$ cat config.mk
export PLATFORM = sky130hd
export DESIGN_NAME = mmap_ports
export DESIGN_NICKNAME = d
export VERILOG_FILES = /design/src/logic/mmap_ports_pkg.sv /design/src/logic/port_bidir.sv /design/src/logic/mem_decoder.sv /design/src/logic/mmap_ports.sv
export SDC_FILE = /design/constraint.sdc
export NUM_CORES = 1
export LEC_CHECK = 0
export BUFFER_PORTS_ARGS = -buffer_cell sky130_fd_sc_hd__buf_2
export CORE_UTILIZATION = 56
export CTS_CLUSTER_SIZE = 12
export DETAILED_ROUTE_END_ITERATION = 6
export MAX_ROUTING_LAYER = met4
export PLACE_DENSITY = 0.92
export SYNTH_ARGS = -nofsm -noshare
export SYNTH_HDL_FRONTEND = slang
export SYNTH_SLANG_ARGS = --single-unit
export TNS_END_PERCENT = 100
$ cat constraint.sdc
create_clock -name clock -period 4.9 [get_ports clock]
set_input_delay 0.245 -clock clock [delete_from_list [all_inputs] [get_ports clock]]
set_output_delay 0.245 -clock clock [all_outputs]
set_load 0.01 [all_outputs]
$ cat src/logic/mmap_ports_pkg.sv
// shared constants and types for the memory map and port block
package mmap_ports_pkg;
	// cpu address map
	localparam logic [15:0] ROM_SMALL_BASE = 16'hD800;
	localparam logic [15:0] ROM_LARGE_BASE = 16'hC000;
	localparam logic [15:0] SPECIAL_BASE = 16'hFF00;
	localparam logic [15:0] VECTOR_BASE = 16'hFFF4;
	localparam logic [15:0] ZP_END = 16'h00FF;
	localparam logic [15:0] RAM0_END = 16'h00BF;
	localparam logic [15:0] RAM1_BASE = 16'h0100;
	localparam logic [15:0] RAM1_END = 16'h013F;
	localparam logic [15:0] PERIPH_BASE = 16'h00C0;
	localparam logic [15:0] SERIAL_MODE_CPU_ADDR = 16'h00F6;
	// apb register byte offsets
	localparam logic [11:0] OFS_HV_A = 12'h000;
	localparam logic [11:0] OFS_HV_B = 12'h004;
	localparam logic [11:0] OFS_HV_C = 12'h008;
	localparam logic [11:0] OFS_BIDIR_A_DATA = 12'h00C;
	localparam logic [11:0] OFS_BIDIR_A_DIR = 12'h010;
	localparam logic [11:0] OFS_BIDIR_B_DATA = 12'h014;
	localparam logic [11:0] OFS_BIDIR_B_DIR = 12'h018;
	localparam logic [11:0] OFS_MIXED = 12'h01C;
	localparam logic [11:0] OFS_CMOS_DATA = 12'h020;
	localparam logic [11:0] OFS_CMOS_DIR = 12'h024;
	localparam logic [11:0] OFS_SERIAL_MODE = 12'h028;
	localparam logic [11:0] OFS_CMOS_ALT = 12'h02C;
	// field positions
	localparam int SERIAL_EN_BIT = 2;
	localparam int SER_RDY_BIT = 7;
	localparam int SER_CLK_BIT = 6;
	localparam int SER_TX_BIT = 5;
	localparam int SER_RX_BIT = 4;
	localparam int CMP_BIT = 3;
	localparam int T3CLK_BIT = 2;
	localparam int IRQ_SECOND_BIT = 2;
	localparam int IRQ_FIRST_BIT = 3;
	localparam int MIXED_IN_LO = 2;
	localparam int MIXED_IN_HI = 7;
	localparam int MIXED_OUT_HI = 1;
	localparam int CMOS_W = 6;
	localparam int CMOS_ALT_W = 4;
	localparam int SYNC_STAGES = 2;
	// reset pulse that the outside must give
	localparam int RESET_LOW_NS = 2000;
	localparam int CLOCK_NS = 25;
	localparam int RESET_LOW_CYCLES = (RESET_LOW_NS + CLOCK_NS - 1) / CLOCK_NS;
	// decoded region of one cpu address
	typedef struct packed {
		logic romSel;
		logic specialPage;
		logic vectorSel;
		logic zeroPage;
		logic ramSel;
		logic periphSel;
		logic stackRamSel;
		logic unmapped;
	} region_t;
	// serial unit outputs routed onto port b
	typedef struct packed {
		logic ready;
		logic clk;
		logic tx;
	} serial_out_t;
endpackage

$ cat src/logic/port_bidir.sv
// one bidirectional port with per-pin direction and alternate outputs
module port_bidir
	import mmap_ports_pkg::*;
#(
	parameter int WIDTH = 8,
	parameter bit OPEN_DRAIN = 1'b1
) (
	// clock and reset
	input wire logic clock,
	input wire logic resetn,
	// software side
	input wire logic [WIDTH-1:0] dataOut,
	input wire logic [WIDTH-1:0] dirOut,
	// alternate function
	input wire logic [WIDTH-1:0] altEn,
	input wire logic [WIDTH-1:0] altDir,
	input wire logic [WIDTH-1:0] altOut,
	// pad
	input wire logic [WIDTH-1:0] pinIn,
	output logic [WIDTH-1:0] pinOut,
	output logic [WIDTH-1:0] pinOe,
	output logic [WIDTH-1:0] pinSync
);
	logic [WIDTH-1:0] meta_q;
	logic [WIDTH-1:0] sync_q;
	logic [WIDTH-1:0] out_q;
	logic [WIDTH-1:0] oe_q;

	// alternate function overrides the general io bit by bit
	wire [WIDTH-1:0] effOut = (altEn & altOut) | (~altEn & dataOut);
	wire [WIDTH-1:0] effDir = (altEn & altDir) | (~altEn & dirOut);
	// open drain only ever pulls low; cmos drives both levels
	wire [WIDTH-1:0] out_d = OPEN_DRAIN ? '0 : effOut;
	wire [WIDTH-1:0] oe_d = OPEN_DRAIN ? (effDir & ~effOut) : effDir;

	// pad drivers, all released while in reset
	always_ff @(posedge clock or negedge resetn) begin
		if (!resetn) begin
			out_q <= '0;
			oe_q <= '0;
		end else begin
			out_q <= out_d;
			oe_q <= oe_d;
		end
	end

	// two-stage synchroniser on the pad level
	always_ff @(posedge clock or negedge resetn) begin
		if (!resetn) begin
			meta_q <= '0;
			sync_q <= '0;
		end else begin
			meta_q <= pinIn;
			sync_q <= meta_q;
		end
	end

	assign pinOut = out_q;
	assign pinOe = oe_q;
	assign pinSync = sync_q;
endmodule

$ cat src/logic/mem_decoder.sv
// cpu address decoder for rom, ram, zero page and peripheral ranges
module mem_decoder
	import mmap_ports_pkg::*;
#(
	parameter bit LARGE_ROM = 1'b0
) (
	// clock and reset
	input wire logic clock,
	input wire logic resetn,
	// cpu side
	input wire logic [15:0] cpuAddr,
	input wire logic stackAccess,
	// decoded region, one cycle later
	output region_t region
);
	region_t region_q;

	// range compares
	wire [15:0] romBase = LARGE_ROM ? ROM_LARGE_BASE : ROM_SMALL_BASE;
	wire romHit = cpuAddr >= romBase;
	wire specialHit = cpuAddr >= SPECIAL_BASE;
	wire vectorHit = cpuAddr >= VECTOR_BASE;
	wire zpHit = cpuAddr <= ZP_END;
	wire ram0Hit = cpuAddr <= RAM0_END;
	wire ram1Hit = cpuAddr >= RAM1_BASE && cpuAddr <= RAM1_END;
	wire periphHit = cpuAddr >= PERIPH_BASE && zpHit;
	// the stack only ever lands in page zero ram
	wire stackHit = stackAccess && ram0Hit;
	wire noHit = !(romHit || ram0Hit || ram1Hit || periphHit);

	// register the decoded region
	always_ff @(posedge clock or negedge resetn) begin
		if (!resetn) begin
			region_q <= '0;
		end else begin
			region_q.romSel <= romHit;
			region_q.specialPage <= specialHit;
			region_q.vectorSel <= vectorHit;
			region_q.zeroPage <= zpHit;
			region_q.ramSel <= ram0Hit || ram1Hit;
			region_q.periphSel <= periphHit;
			region_q.stackRamSel <= stackHit;
			region_q.unmapped <= noHit;
		end
	end

	assign region = region_q;

	property p_rom_range;
		@(posedge clock) disable iff (!resetn)
		1'b1 |=> (region.romSel == ($past(cpuAddr) >= romBase));
	endproperty
	a_rom_range: assert property (p_rom_range)
		else $error("rom select does not match rom range");

	property p_special_page;
		@(posedge clock) disable iff (!resetn)
		(cpuAddr >= SPECIAL_BASE) |=> region.specialPage && region.romSel;
	endproperty
	a_special_page: assert property (p_special_page)
		else $error("special page not decoded inside rom");

	property p_vector_area;
		@(posedge clock) disable iff (!resetn)
		region.vectorSel |-> region.specialPage && region.romSel;
	endproperty
	a_vector_area: assert property (p_vector_area)
		else $error("vector area outside special page");

	property p_page_one_ram;
		@(posedge clock) disable iff (!resetn)
		(cpuAddr >= RAM1_BASE && cpuAddr <= RAM1_END)
			|=> region.ramSel && !region.zeroPage;
	endproperty
	a_page_one_ram: assert property (p_page_one_ram)
		else $error("page one ram not decoded");

	property p_stack_page_zero;
		@(posedge clock) disable iff (!resetn)
		region.stackRamSel |-> region.ramSel && region.zeroPage
			&& !region.periphSel;
	endproperty
	a_stack_page_zero: assert property (p_stack_page_zero)
		else $error("stack access outside page zero ram");

	property p_periph_range;
		@(posedge clock) disable iff (!resetn)
		(cpuAddr >= PERIPH_BASE && cpuAddr <= ZP_END)
			|=> region.periphSel && region.zeroPage && !region.ramSel;
	endproperty
	a_periph_range: assert property (p_periph_range)
		else $error("peripheral range decoded wrongly");
endmodule

$ cat src/logic/mmap_ports.sv
// memory map decoder and port pins with an apb register slave
//
// Function
// - output-only ports and two port bits reset low
// - first bidir port per-pin direction, inputs after reset
// - second bidir port same, plus alternate functions
// - serial mode puts ready, clock, out, in on port
// - bit 3 feeds comparator, bit 2 timer clock
// - mixed bits 2,3 feed interrupts; 4-7 plain inputs
// - six-pin cmos port with per-pin direction
// - cmos pins 0-3 selectable timer and pwm outputs
// - small variant rom from D800 to FFFF
// - large variant rom from C000 to FFFF
// - FF00 to FFFF is the special page
// - FFF4 to FFFF holds reset and interrupt vectors
// - 0000 to 00FF zero page holds ram, peripherals
// - ram at 0000-00BF and 0100-013F, 256 bytes
// - stack uses only page zero ram
// - serial mode bit 2 enables serial pins
//
// The implementer's own choices: the APB slave port and the register offsets.
module mmap_ports
	import mmap_ports_pkg::*;
#(
	parameter bit LARGE_ROM = 1'b0
) (
	// clock and reset
	input wire logic clock,
	input wire logic resetn,
	// apb slave
	input wire logic psel,
	input wire logic penable,
	input wire logic pwrite,
	input wire logic [11:0] paddr,
	input wire logic [31:0] pwdata,
	output logic pready,
	output logic [31:0] prdata,
	// cpu address decode
	input wire logic [15:0] cpuAddr,
	input wire logic stackAccess,
	output region_t region,
	// high-voltage output ports
	output logic [7:0] hvOutPortA,
	output logic [7:0] hvOutPortB,
	output logic [7:0] hvOutPortC,
	// first bidirectional port
	input wire logic [7:0] bidirPortAIn,
	output logic [7:0] bidirPortAOut,
	output logic [7:0] bidirPortAOe,
	// second bidirectional port
	input wire logic [7:0] bidirPortBIn,
	output logic [7:0] bidirPortBOut,
	output logic [7:0] bidirPortBOe,
	// mixed port
	input wire logic [MIXED_IN_HI:MIXED_IN_LO] mixedPortEIn,
	output logic [MIXED_OUT_HI:0] mixedPortEOut,
	// cmos bidirectional port
	input wire logic [CMOS_W-1:0] cmosBidirPortIn,
	output logic [CMOS_W-1:0] cmosBidirPortOut,
	output logic [CMOS_W-1:0] cmosBidirPortOe,
	// peripheral signals routed to pins
	input wire serial_out_t serialIo,
	input wire logic timerOut,
	input wire logic pulseWidthOutA,
	input wire logic pulseWidthOutB,
	input wire logic pulseWidthOutC,
	// serial enable bit and pin levels delivered to peripherals
	output logic serialEnable,
	output logic serialRxPin,
	output logic comparatorIn,
	output logic timer3ClockIn,
	output logic extIrqFirst,
	output logic extIrqSecond
);
	logic pready_q;
	logic [31:0] prdata_q;
	logic [7:0] hvA_q;
	logic [7:0] hvB_q;
	logic [7:0] hvC_q;
	logic [MIXED_OUT_HI:0] mixOut_q;
	logic [7:0] bidirAData_q;
	logic [7:0] bidirADir_q;
	logic [7:0] bidirBData_q;
	logic [7:0] bidirBDir_q;
	logic [CMOS_W-1:0] cmosData_q;
	logic [CMOS_W-1:0] cmosDir_q;
	logic [CMOS_ALT_W-1:0] cmosAlt_q;
	logic [7:0] serialMode_q;
	logic [MIXED_IN_HI:MIXED_IN_LO] mixMeta_q;
	logic [MIXED_IN_HI:MIXED_IN_LO] mixSync_q;
	logic [1:0] liveCnt_q;
	logic [7:0] syncA;
	logic [7:0] syncB;
	logic [CMOS_W-1:0] syncCmos;

	// apb handshake: one wait cycle, write lands with pready high
	wire access = psel && penable;
	wire pready_d = access && !pready_q;
	wire doWrite = access && pready_q && pwrite;
	wire readLoad = access && !pready_q && !pwrite;

	// register selects
	wire selHvA = paddr == OFS_HV_A;
	wire selHvB = paddr == OFS_HV_B;
	wire selHvC = paddr == OFS_HV_C;
	wire selADat = paddr == OFS_BIDIR_A_DATA;
	wire selADir = paddr == OFS_BIDIR_A_DIR;
	wire selBDat = paddr == OFS_BIDIR_B_DATA;
	wire selBDir = paddr == OFS_BIDIR_B_DIR;
	wire selMix = paddr == OFS_MIXED;
	wire selCDat = paddr == OFS_CMOS_DATA;
	wire selCDir = paddr == OFS_CMOS_DIR;
	wire selSer = paddr == OFS_SERIAL_MODE;
	wire selAlt = paddr == OFS_CMOS_ALT;
	wire regHit = selHvA || selHvB || selHvC || selADat || selADir
		|| selBDat || selBDir || selMix || selCDat || selCDir
		|| selSer || selAlt;

	// port data reads: output bits show the latch, input bits the pin
	wire [7:0] readA = (bidirADir_q & bidirAData_q) | (~bidirADir_q & syncA);
	wire [7:0] readB = (bidirBDir_q & bidirBData_q) | (~bidirBDir_q & syncB);
	wire [CMOS_W-1:0] readC = (cmosDir_q & cmosData_q)
		| (~cmosDir_q & syncCmos);
	wire [7:0] readMix = {mixSync_q, mixOut_q};

	// read mux, unmapped offsets read zero
	wire [7:0] rdByte = ({8{selHvA}} & hvA_q)
		| ({8{selHvB}} & hvB_q)
		| ({8{selHvC}} & hvC_q)
		| ({8{selADat}} & readA)
		| ({8{selADir}} & bidirADir_q)
		| ({8{selBDat}} & readB)
		| ({8{selBDir}} & bidirBDir_q)
		| ({8{selMix}} & readMix)
		| ({8{selCDat}} & {2'h0, readC})
		| ({8{selCDir}} & {2'h0, cmosDir_q})
		| ({8{selSer}} & serialMode_q)
		| ({8{selAlt}} & {4'h0, cmosAlt_q});

	// apb answer
	always_ff @(posedge clock or negedge resetn) begin
		if (!resetn) begin
			pready_q <= 1'b0;
			prdata_q <= '0;
		end else begin
			pready_q <= pready_d;
			if (readLoad) begin
				prdata_q <= {24'h000000, rdByte};
			end
		end
	end

	// output-only latches, driven low from reset
	always_ff @(posedge clock or negedge resetn) begin
		if (!resetn) begin
			hvA_q <= '0;
			hvB_q <= '0;
			hvC_q <= '0;
			mixOut_q <= '0;
		end else if (doWrite) begin
			if (selHvA) hvA_q <= pwdata[7:0];
			if (selHvB) hvB_q <= pwdata[7:0];
			if (selHvC) hvC_q <= pwdata[7:0];
			if (selMix) mixOut_q <= pwdata[MIXED_OUT_HI:0];
		end
	end

	// bidir port latches; all directions clear to input at reset
	always_ff @(posedge clock or negedge resetn) begin
		if (!resetn) begin
			bidirAData_q <= '0;
			bidirADir_q <= '0;
			bidirBData_q <= '0;
			bidirBDir_q <= '0;
		end else if (doWrite) begin
			if (selADat) bidirAData_q <= pwdata[7:0];
			if (selADir) bidirADir_q <= pwdata[7:0];
			if (selBDat) bidirBData_q <= pwdata[7:0];
			if (selBDir) bidirBDir_q <= pwdata[7:0];
		end
	end

	// cmos port latches, alternate select and serial mode
	always_ff @(posedge clock or negedge resetn) begin
		if (!resetn) begin
			cmosData_q <= '0;
			cmosDir_q <= '0;
			cmosAlt_q <= '0;
			serialMode_q <= '0;
		end else if (doWrite) begin
			if (selCDat) cmosData_q <= pwdata[CMOS_W-1:0];
			if (selCDir) cmosDir_q <= pwdata[CMOS_W-1:0];
			if (selAlt) cmosAlt_q <= pwdata[CMOS_ALT_W-1:0];
			if (selSer) serialMode_q <= pwdata[7:0];
		end
	end

	// mixed input synchroniser and settle counter for checks
	always_ff @(posedge clock or negedge resetn) begin
		if (!resetn) begin
			mixMeta_q <= '0;
			mixSync_q <= '0;
			liveCnt_q <= '0;
		end else begin
			mixMeta_q <= mixedPortEIn;
			mixSync_q <= mixMeta_q;
			if (liveCnt_q != 2'h3) liveCnt_q <= liveCnt_q + 2'h1;
		end
	end

	// serial takes over the top four bits of the second port
	wire serialOn = serialMode_q[SERIAL_EN_BIT];
	wire [7:0] altEnB = serialOn ? 8'hF0 : 8'h00;
	wire [7:0] altDirB = 8'hE0;
	wire [7:0] altOutB = {serialIo.ready, serialIo.clk, serialIo.tx,
		5'h00};

	// cmos pins 0 to 3 carry timer and pwm outputs when selected
	wire [CMOS_W-1:0] altEnC = {2'h0, cmosAlt_q};
	wire [CMOS_W-1:0] altDirC = 6'h0F;
	wire [CMOS_W-1:0] altOutC = {2'h0, pulseWidthOutC, pulseWidthOutB,
		pulseWidthOutA, timerOut};

	// first open-drain port, general io only
	port_bidir #(.WIDTH(8), .OPEN_DRAIN(1'b1)) portA (
		.clock(clock),
		.resetn(resetn),
		.dataOut(bidirAData_q),
		.dirOut(bidirADir_q),
		.altEn(8'h00),
		.altDir(8'h00),
		.altOut(8'h00),
		.pinIn(bidirPortAIn),
		.pinOut(bidirPortAOut),
		.pinOe(bidirPortAOe),
		.pinSync(syncA)
	);

	// second open-drain port with serial functions
	port_bidir #(.WIDTH(8), .OPEN_DRAIN(1'b1)) portB (
		.clock(clock),
		.resetn(resetn),
		.dataOut(bidirBData_q),
		.dirOut(bidirBDir_q),
		.altEn(altEnB),
		.altDir(altDirB),
		.altOut(altOutB),
		.pinIn(bidirPortBIn),
		.pinOut(bidirPortBOut),
		.pinOe(bidirPortBOe),
		.pinSync(syncB)
	);

	// cmos tri-state port
	port_bidir #(.WIDTH(CMOS_W), .OPEN_DRAIN(1'b0)) portC (
		.clock(clock),
		.resetn(resetn),
		.dataOut(cmosData_q),
		.dirOut(cmosDir_q),
		.altEn(altEnC),
		.altDir(altDirC),
		.altOut(altOutC),
		.pinIn(cmosBidirPortIn),
		.pinOut(cmosBidirPortOut),
		.pinOe(cmosBidirPortOe),
		.pinSync(syncCmos)
	);

	// cpu address decoder
	mem_decoder #(.LARGE_ROM(LARGE_ROM)) decoder (
		.clock(clock),
		.resetn(resetn),
		.cpuAddr(cpuAddr),
		.stackAccess(stackAccess),
		.region(region)
	);

	// outputs
	assign pready = pready_q;
	assign prdata = prdata_q;
	assign hvOutPortA = hvA_q;
	assign hvOutPortB = hvB_q;
	assign hvOutPortC = hvC_q;
	assign mixedPortEOut = mixOut_q;
	assign serialEnable = serialMode_q[SERIAL_EN_BIT];
	assign serialRxPin = syncB[SER_RX_BIT];
	assign comparatorIn = syncB[CMP_BIT];
	assign timer3ClockIn = syncB[T3CLK_BIT];
	assign extIrqFirst = mixSync_q[IRQ_FIRST_BIT];
	assign extIrqSecond = mixSync_q[IRQ_SECOND_BIT];

	property p_hv_hold;
		@(posedge clock) disable iff (!resetn)
		!(doWrite && selHvA) |=> $stable(hvOutPortA);
	endproperty
	a_hv_hold: assert property (p_hv_hold)
		else $error("output port changed without a write");

	property p_input_after_reset;
		@(posedge clock) disable iff (!resetn)
		!(|bidirADir_q) |=> !(|bidirPortAOe);
	endproperty
	a_input_after_reset: assert property (p_input_after_reset)
		else $error("port a drives a pin set as input");

	property p_serial_pins;
		@(posedge clock) disable iff (!resetn)
		(serialOn && !serialIo.tx) |=> bidirPortBOe[SER_TX_BIT]
			&& !bidirPortBOe[SER_RX_BIT];
	endproperty
	a_serial_pins: assert property (p_serial_pins)
		else $error("serial pins not taken over");

	property p_irq_follow;
		@(posedge clock) disable iff (!resetn)
		(liveCnt_q == 2'h3) |->
			extIrqFirst == $past(mixedPortEIn[IRQ_FIRST_BIT], 2);
	endproperty
	a_irq_follow: assert property (p_irq_follow)
		else $error("first interrupt input lags wrongly");

	property p_timer_pin;
		@(posedge clock) disable iff (!resetn)
		(cmosAlt_q[0] && cmosDir_q[0] == 1'b0) |=>
			cmosBidirPortOe[0] && cmosBidirPortOut[0] == $past(timerOut);
	endproperty
	a_timer_pin: assert property (p_timer_pin)
		else $error("timer output not on cmos pin 0");

	property p_unmapped_zero;
		@(posedge clock) disable iff (!resetn)
		(readLoad && !regHit) |=> pready && prdata == 32'h00000000;
	endproperty
	a_unmapped_zero: assert property (p_unmapped_zero)
		else $error("unmapped read returned data");
endmodule

# Yosys cells after proc, flatten, opt, wreduce, memory -nomap -nowiden

Cells that the tools add are included.

Add/sub/neg operators: 0
Multiply operators: 0
Div/mod/pow operators: 0
Magnitude comparators: 8
Equality and inequality tests: 11
Shifts and indexed selects: 0
Muxes and demuxes: 1
Bitwise gates (word level): 51
Reduce and logical (&&, ||, !) cells: 28

Operators by type and width:

| cell                                                                | number |
|---|---|
| bitwise AND 8 bit                                                   | 18 |
| bitwise OR 8 bit                                                    | 15 |
| equality test 12 x 5 -> 1 bit (second input constant)               | 4 |
| equality test 12 x 6 -> 1 bit (second input constant)               | 4 |
| greater-or-equal comparator 16 bit (second input constant)          | 3 |
| NOT 8 bit                                                           | 5 |
| less-or-equal comparator 16 x 8 -> 1 bit (second input constant)    | 2 |
| bitwise AND 6 bit                                                   | 4 |
| equality test 12 x 4 -> 1 bit (second input constant)               | 2 |
| AND reduction 2 bit                                                 | 12 |
| bitwise AND 8 x 6 -> 8 bit                                          | 2 |
| greater-or-equal comparator 16 x 8 -> 1 bit (second input constant) | 1 |
| greater-or-equal comparator 16 x 9 -> 1 bit (second input constant) | 1 |
| less-or-equal comparator 16 x 9 -> 1 bit (second input constant)    | 1 |
| equality test 12 x 3 -> 1 bit (second input constant)               | 1 |
| zero test 12 bit                                                    | 1 |
| bitwise OR 6 bit                                                    | 2 |
| bitwise AND 8 x 4 -> 8 bit                                          | 1 |
| logical AND 1 bit                                                   | 8 |
| 2-to-1 mux 8 bit                                                    | 1 |
| NOT 4 -> 6 bit                                                      | 1 |
| NOT 6 bit                                                           | 1 |
| bitwise OR 4 x 6 -> 6 bit                                           | 1 |
| bitwise AND 4 bit                                                   | 1 |
| other kinds (2)                                                     | 7 |

Register bits: 183
Bits in latches: 0
Memory bits (writable): 0
Memory bits (read-only): 0
Bits of input ports: 101
Word-level logic and storage cells: 133
Memories: 0

# Depth between registers and ports, before layout

Gate-level depths: netlist of the first run.

Depth in word-level cells: 13
Depth in mapped cells: 7
Depth with buffers taken out: 5

# Hierarchy

From an unflattened synthesis of the first run, not the netlist that was laid out.

Cells, all modules: 595
Area total of the unflattened synthesis: 7880.1 µm²

Modules (own cells, without submodules):

| module                  | instances | cells each | area each (µm²) | seq. area each (µm²) |
|---|---|---|---|---|
| mmap_ports              | 1         | 418        | 5073.6          | 2577.5 |
| port_bidir at portA ... | 2         | 57         | 854.6           | 600.6 |
| port_bidir at portC     | 1         | 36         | 773.2           | 600.6 |
| mem_decoder             | 1         | 27         | 324.1           | 200.2 |

# Worst setup path after synthesis of the first run

OpenSTA, ideal clock, no wires.

Kind: input to register
From: input paddr[6]
To: register bidirBDir_q[4]
Library setup time: 125 ps
Arrival: 1630 ps
Setup slack: 3145 ps
Stages on the path: 5
Path buffers: 1
Path through: clkbuf_1 nor4b_4 nand2_2 nor2_2 mux2_2

Cells in the longest elaborated chain, start to end: 2

Ends and longest elaborated chain:

| what                          | RTL line          | RTL |
|---|---|---|
| start, declared               | mmap_ports.sv:34  | `input wire logic [11:0] paddr,` |
| equality test 12 x 5 -> 1 bit | mmap_ports.sv:109 | `wire selBDir = paddr == OFS_BIDIR_B_DIR;` |
| AND reduction 2 bit (no line) | --                |  |
| end signal, assigned          | mmap_ports.sv:179 | `if (selBDir) bidirBDir_q <= pwdata[7:0];` |
| end, declared                 | mmap_ports.sv:84  | `logic [7:0] bidirBDir_q;` |

No other way between the ends.
A chain may end at the register's enable or synchronous reset.

# Worst setup path after layout of the first run

From: input paddr[3]
To: register bidirBDir_q[2]

Same word-level chain as after synthesis.

==> out/qor.csv, run 1 <==
stage;metric;value;unit
run_status;run_status;finished clean;
routing;vias_per_cell;5.72;
placed_design;port_buffers;151;
logic_synthesis;synthArstFlopShare;100;%
pwr;p_leak;4.64;nW
placed_design;hpwlAfterDp;11900;um
finish;stdcell_count;935;
floorplan;coreArea;13200;sq um
floorplan;start_util;57.3;%
pwr;p_clk_share;43.9;%
sta;clock_skew;0.00597;ns
sta;rsz0062_at_grt;no;
routing;drtIter0Drc;414;
logic_synthesis;synth_warnings;0;
finish;layout.nets;848;
pwr;ir_worst_vdd;0.000234;V
clocking;post_cts_resize_count;0;
clocking;htreeDepth;4;
placed_design;dp_cells;873;
critical_path;critPathKind;in2reg;
clocking;cts-root-buf;clkbuf_16;
floorplan;placement_rows;42;
global_route;grt_pass1_wl;28700;um
clocking;clk_pin_slew_worst_paths;0.06;ns
global_route;grt_antenna_before_repair;1;
logic_synthesis;ys_seq_area_share;60.6;%
clocking;cts_tree;yes;
global_route;grt-ovfl-total;0;
sta;max-slew-margin-rel;45.8;%
pwr;power_switching;0.703;mW
pwr;pwr-share-seq;49.6;%
critical_path;crit_required;5.21;ns
logic_synthesis;synth_edf_count;0;
worst_hold_path;hp-class;in2reg;
critical_path;slowest_stage;nor2b_1;
sta;min_period;2.46;ns
clocking;cts.sinks;183;
floorplan;dieArea;14000;sq um
clocking;numCtsBuffers;17;
logic_synthesis;synthesis.area;7560;sq um
routing;dr.pass1.iters;6;
sta;drv_slew;0;
sta;max_clock_freq;407;MHz
sta;finalSetupTns;0;ns
sta;setup_viol;0;
clocking;cts_buffer_depth;2;
pwr;sw_frac_of_total;22.4;%
critical_path;cp-start-kind;primary input;
routing;vias;5345;
pwr;powerDensity;341;nW/um^2
finish;final_common_cell;dfrtp_1;
clocking;worstSkewPairLatency;0.43;ns
run;cap_violations;0;
routing;final_antenna_net_count;0;
global_route;grt_pass1_vias;5340;
critical_path;slowest_delay;0.70;ns
floorplan;die_h;118;um
sta;post-route-period-util;50.2;%
floorplan;fp.dieW;118;um
sta;worst_pin_slew;0.813;ns
pwr;power_frac_comb;6.5;%
critical_path;path_cells;buf_2 > nor2b_1 > nand2_1 > nor2_2 > mux2_2;
finish;final_cell_mix;dfrtp_1 (183), buf_2 (150), mux2_2 (92);
critical_path;cp.arrival;2.77;ns
global_route;grt_usage;28.4;%
logic_synthesis;synth-seq-cells;183;
finish;drive_gt1_share;39.3;%
global_route;grt_start_max_net_pins;68;
pwr;p_int;2.44;mW
finish;syn2layout_area_growth;22.2;%
routing;drt_wl_total;18300;um
routing;post-route-drc-count;0;
logic_synthesis;syn_inst;565;
logic_synthesis;synth_flop_cell;dfrtp_1;
sta;final_hold_viol_count;0;
floorplan;ios;218;
critical_path;path_max_fanout;36;
placed_design;place_congestion;0.900;
logic_synthesis;synth.avg_cell_area;13.4;sq um
critical_path;end_kind;register;
routing;wire_per_inst;19.5;um
logic_synthesis;synthDistinctLibCells;59;
==> kinds of logic (layout without fill, tap and decap cells) <==
kind of cell / Yosys count / after routing / share of synthesized area, %
flip-flops: 183 / 183 / 60.6
AND/OR/NAND/NOR: 122 / 122 / 9.57
adder cells (fa/ha/maj): 1 / 1 / 0.132
buffers and inverters: 68 / 222 / 5.51
multiplexers: 121 / 121 / 17.9
AO/OA/AOI/OAI: 69 / 69 / 6.26
other: 1 / 41 / 0.0496
==> layout make-up <==
class | instances | area [sq um]
Tap cell | 176 | 220
Timing Repair Buffer | 185 | 1090
Clock inverter | 11 | 150
Sequential cell | 183 | 4580
Inverter | 7 | 26.3
Clock buffer | 19 | 453
Multi-Input combinational cell | 353 | 2710
Fill cell | 883 | 3960
Antenna cell | 1 | 2.50
==> Yosys cell counts, drive strengths merged, types with 2 or more instances <==
master	instances	share of area, %
nor2b	14	1.2
a31oi	7	0.58
a211oi	3	0.30
nor3	9	1.0
clkbuf	9	0.45
o2bb2ai	2	0.23
nand3	8	0.60
nand2	26	1.3
or3	2	0.17
or2	4	0.33
o2111ai	2	0.23
o22ai	6	0.50
mux2i	27	3.6
o211ai	3	0.30
nor4	3	0.45
nand2b	5	0.41
nor2	32	2.1
nand4	5	0.41
and3	4	0.33
inv	7	0.35
nor4b	2	0.43
mux2	92	14
or4	2	0.20
a32oi	4	0.46
o221ai	2	0.23
buf	52	4.7
o22a	2	0.23
a21oi	12	0.79
o21ai	13	0.86
mux4	2	0.60
dfrtp	183	61
nand3b	3	0.30
==> power groups by stage <==
| stage | sequential, mW | combinational (mW) | clock [mW] |
|---|---|---|---|
| after detailed placement | 1.59 | 0.180 | 0 |
| after CTS | 1.56 | 0.201 | 1.40 |
| after global placement | 1.59 | 0.174 | 0 |
| after floorplan | 1.59 | 0.0995 | 0 |
| final | 1.56 | 0.204 | 1.38 |
| after global routing | 1.56 | 0.222 | 1.47 |
==> repair_timing <==
item / in CTS / in global routing
endpoints found under the hold margin: 88 / 0
setup buffers: 0 / 0
hold buffers: 31 / 0
==> per-layer routing <==
layer | wire, um | vias up | global-route usage (%)
met5 | 0 | - | -
met4 | 760 | 0 | 14.7
met3 | 1790 | 70 | 9.12
met2 | 8880 | 352 | 43.5
met1 | 6840 | 2623 | 33.9
li1 | - | 2300 | -
==> critical path: cells and delay by family <==
kind | cells | cell delay (ns)
and+or+nand+nor | 3 | 1.54
buffers and inverters | 1 | 0.55
muxes | 1 | 0.42
==> stage by stage <==
stage          utilization (%)  instance area (sq um)  setup slack (ns)  hold WS, ns  power, mW
6_report                  70.0                   9230              2.44       0.0296       3.15
5_1_grt                   70.0                   9230              2.41      0.00981       3.25
4_1_cts                   70.0                   9230              2.54     0.000242       3.16
3_5_place_dp              63.1                   8320              2.12        0.243       1.77
3_3_place_gp              63.1                   8320              2.19        0.242       1.76
2_1_floorplan                -                   7700              3.15      -0.0506       1.69
==> final timing paths <==
check / from / end / slack [ns] / cells after the start
worst max-delay path: paddr[3] / bidirBDir_q[2]$_DFFE_PN0P_ / 2.44 / 5
worst min-delay path: serialIo[1] / portB.pinOe[6]$_DFF_PN0_ / 0.03 / 2
worst max register to register: pready$_DFF_PN0_ / hvOutPortB[5]$_DFFE_PN0P_ / 2.62 / 5
worst min register to register: portB.meta_q[6]$_DFF_PN0_ / portB.pinSync[6]$_DFF_PN0_ / 0.35 / 0
max in group asynchronous: resetn / portC.pinOe[1]$_DFF_PN0_ / 3.30 / 3
min in group asynchronous: resetn / portB.meta_q[5]$_DFF_PN0_ / 0.37 / 2
No activity file was read; power rests on OpenSTA's default activity.
==> run 2: changes to the inputs <==
--- a/config.mk
+++ b/config.mk
@@ -5,12 +5,13 @@
 export SDC_FILE = /design/constraint.sdc
 export NUM_CORES = 1
 export LEC_CHECK = 0
+export ABC_AREA = 1
 export BUFFER_PORTS_ARGS = -buffer_cell sky130_fd_sc_hd__buf_2
-export CORE_UTILIZATION = 56
+export CORE_UTILIZATION = 47
 export CTS_CLUSTER_SIZE = 12
 export DETAILED_ROUTE_END_ITERATION = 6
 export MAX_ROUTING_LAYER = met4
-export PLACE_DENSITY = 0.92
+export PLACE_DENSITY = 0.83
 export SYNTH_ARGS = -nofsm -noshare
 export SYNTH_HDL_FRONTEND = slang
 export SYNTH_SLANG_ARGS = --single-unit
==> constraint.sdc (replaced) <==
create_clock -name clock -period 2.25 [get_ports clock]
set_input_delay 0.1125 -clock clock [delete_from_list [all_inputs] [get_ports clock]]
set_output_delay 0.1125 -clock clock [all_outputs]
set_load 0.01 [all_outputs]
==> out/qor.csv, run 2 <==
stage;metric;value;unit;change
floorplan;die_h;130;um;+10%
critical_path;critPathKind;in2reg;;
sta;clock_skew;0.0118;ns;+0.00586 ns
sta;rsz0062_at_grt;no;;
logic_synthesis;synth_flop_cell;dfrtp_1;;
finish;nFillCells;1351;;+53%
critical_path;slowest_stage;dlygate4sd3_1;;
critical_path;path_cells;dlygate4sd3_1 > buf_2 > nand2_1 > dlygate4sd3_1 > nor3_1 > nor4b_1 > dlygate4sd3_1;;
floorplan;ios;218;;unchanged
logic_synthesis;synthDistinctLibCells;29;;-51%
sta;drv_slew;0;;unchanged
placed_design;port_buffers;151;;unchanged
worst_hold_path;hp-class;in2reg;;
logic_synthesis;synth_warnings;0;;unchanged
sta;worst_pin_slew;0.630;ns;-0.183 ns
critical_path;cp-start-kind;primary input;;
sta;max-slew-margin-rel;57.9;%;+12 points
floorplan;start_util;48.5;%;-8.8 points
clocking;numCtsBuffers;17;;unchanged
logic_synthesis;synth_top_family_by_area;simple AND/OR/NAND/NOR gates;;
routing;final_antenna_net_count;0;;unchanged
sta;min_period;2.07;ns;
finish;layout.nets;1104;;+30%
critical_path;cp.arrival;2.44;ns;-0.33 ns
floorplan;fp.dieW;130;um;+10%
placed_design;placed_area;8460;sq um;+1.8%
logic_synthesis;synthMuxAreaShare;0.437;%;-17 points
floorplan;placement_rows;46;;+9.5%
clocking;cts_buffer_depth;2;;unchanged
sta;finalWorstSetupSlack;0.181;ns;-2.26 ns
clocking;post_cts_buffers;0;;unchanged
pwr;p_total;6.92;mW;+120%
finish;design_area;9570;sq um;+3.6%
clocking;cts_tree;yes;;
logic_synthesis;synthesis.area;7730;sq um;+2.3%
routing;post-route-drc-count;0;;unchanged
critical_path;crit_path_frequent_cell;dlygate4sd3_1;;
routing;drtIter0Drc;402;;-2.9%
routing;drt_wl_total;18400;um;+0.73%
logic_synthesis;yosysMostFrequentCell;dfrtp_1;;
logic_synthesis;syn_inst;807;;+43%
placed_design;place_congestion;0.887;;-1.5%
sta;post-route-period-util;91.9;%;
clocking;post_cts_resize_count;0;;unchanged
routing;dr.pass1.iters;5;;-1
sta;final_hold_viol_count;0;;unchanged
clocking;cts_hold_buf;50;;+61%
pwr;powerDensity;724;nW/um^2;+110%
critical_path;end_kind;register;;
routing;vias;6105;;+14%
routing;vias_per_cell;4.96;;-13%
logic_synthesis;ys_seq_area_share;59.2;%;-1.4 points
global_route;grt_pass1_wl;29700;um;+3.5%
critical_path;slowest_delay;0.60;ns;-0.10 ns
clocking;cts.sinks;183;;unchanged
clocking;cts-root-buf;clkbuf_16;;
sta;setup_viol;0;;unchanged
logic_synthesis;netlist_top_cells_count;dfrtp_1 (183), nand2_1 (178), nor2_1 (95);;
placed_design;dpl_worst_slack;0.556;ns;-1.56 ns
critical_path;crit_required;2.62;ns;-2.59 ns
global_route;grt_antenna_before_repair;1;;unchanged
clocking;worstSkewPairLatency;0.44;ns;about the same
sta;max_clock_freq;483;MHz;
logic_synthesis;synth.top_cell.area_share;59.2;%;-1.4 points
floorplan;coreArea;15900;sq um;+21%
run;cap_violations;0;;unchanged
pwr;ir_worst_vdd;0.000620;V;+160%
logic_synthesis;synthAdderAreaFrac;0;%;-0.13 points
logic_synthesis;synth_xor_xnor_area_share;0;%;unchanged
finish;final_cell_mix;dfrtp_1 (183), nand2_1 (178), buf_2 (150);;
run_status;run_status;finished clean;;
placed_design;hpwlAfterDp;12000;um;+0.54%
critical_path;crit_family;buffers and inverters;;
global_route;grt-ovfl-total;0;;unchanged
logic_synthesis;synth.avg_cell_area;9.58;sq um;-28%
critical_path;crit_buf_inv;4;;+3
critical_path;path_max_fanout;3;;-92%
finish;syn2layout_area_growth;23.8;%;
pwr;p_leak;5.00;nW;+7.7%
logic_synthesis;synth.largest_area_cell;dfrtp_1;;
global_route;grt_start_max_net_pins;66;;-2.9%
logic_synthesis;synth-seq-cells;183;;unchanged
finish;final_common_cell;dfrtp_1;;
logic_synthesis;yosys.area_share.simple;24.3;%;+15 points
logic_synthesis;synth_compound_area_share;6.39;%;+0.14 points
finish;drive_gt1_share;23.0;%;-16 points
logic_synthesis;synthArstFlopShare;100;%;unchanged
floorplan;dieArea;17000;sq um;+21%
global_route;grt_usage;24.1;%;-4.3 points
logic_synthesis;synth_edf_count;0;;unchanged
global_route;grt_pass1_vias;6027;;+13%
routing;wire_per_inst;14.9;um;-24%
logic_synthesis;netlist_top_cells_area;dfrtp_1 (59%), nand2_1 (8.6%), nand3_1 (5.4%);;
sta;finalSetupTns;0;ns;unchanged
clocking;clk_pin_slew_worst_paths;0.07;ns;about the same
clocking;htreeDepth;4;;unchanged
run 2: area by class of cell:
| type | instances | area, sq um | area share, % |
|---|---|---|---|
| Sequential cell | 183 | 4580 | 47.9 |
| Multi-Input combinational cell | 537 | 2560 | 26.7 |
| Timing Repair Buffer | 210 | 1360 | 14.2 |
| Clock buffer | 19 | 433 | 4.53 |
| Tap cell | 216 | 270 | 2.83 |
| Inverter | 54 | 203 | 2.12 |
| Clock inverter | 12 | 166 | 1.74 |
| Antenna cell | 1 | 2.50 | 0.0262 |
run 2: worst register-to-register path: cells and delay by family (launching register included):
| family | cells | cell delay, ns |
|---|---|---|
| and+or+nand+nor | 4 | 0.75 |
| DFF | 1 | 0.41 |
| buffers and inverters | 1 | 0.26 |
| AOI/OAI and AO/OA | 1 | 0.09 |
run 2: kinds of logic after synthesis:
logic type | count (synthesis)
compound gates | 95
buf+inv | 126
flops | 183
mux | 3
other cells | 1
simple gates | 399
run 2: layer usage:
metal  share of wire, %  global-route usage, %  up-vias
li1                   -                      -     2899
met3                6.6                   6.44       18
met5                  0                      -        -
met4                1.3                   6.63        0
met1                 41                   28.7     2943
met2                 51                   40.4      245
run 2: path summary, 6_finish.rpt:
path / start / to / slack [ns] / cells past startpoint
max: cpuAddr[12] / decoder.region[5]$_DFF_PN0_ / 0.18 / 7
min: cpuAddr[14] / decoder.region[3]$_DFF_PN0_ / 0.02 / 4
max reg2reg: pready$_DFF_PN0_ / hvOutPortC[5]$_DFFE_PN0P_ / 0.62 / 6
min reg2reg: portB.meta_q[2]$_DFF_PN0_ / portB.pinSync[2]$_DFF_PN0_ / 0.35 / 0
max in group asynchronous: resetn / bidirBData_q[0]$_DFFE_PN0P_ / 1.28 / 3
min in group asynchronous: resetn / cmosAlt_q[2]$_DFFE_PN0P_ / 0.24 / 2
run 2: metrics by stage:
step / std cells / hold WS (ns) / util, %
CTS: 1231 / 0.00471 / 60.0
global placement: 1150 / 0.116 / 53.1
floorplan: 846 / -0.183 / -
detailed placement: 1150 / 0.125 / 53.1
global route: 1232 / 0.0372 / 60.0
finish: 1232 / 0.0226 / 60.0
run 2: report_power, final:
| part | internal (mW) | switching [mW] |
|---|---|---|
| logic | 0.179 | 0.278 |
| clock network | 1.77 | 1.29 |
| registers | 3.37 | 0.0385 |
| total | 5.32 | 1.61 |
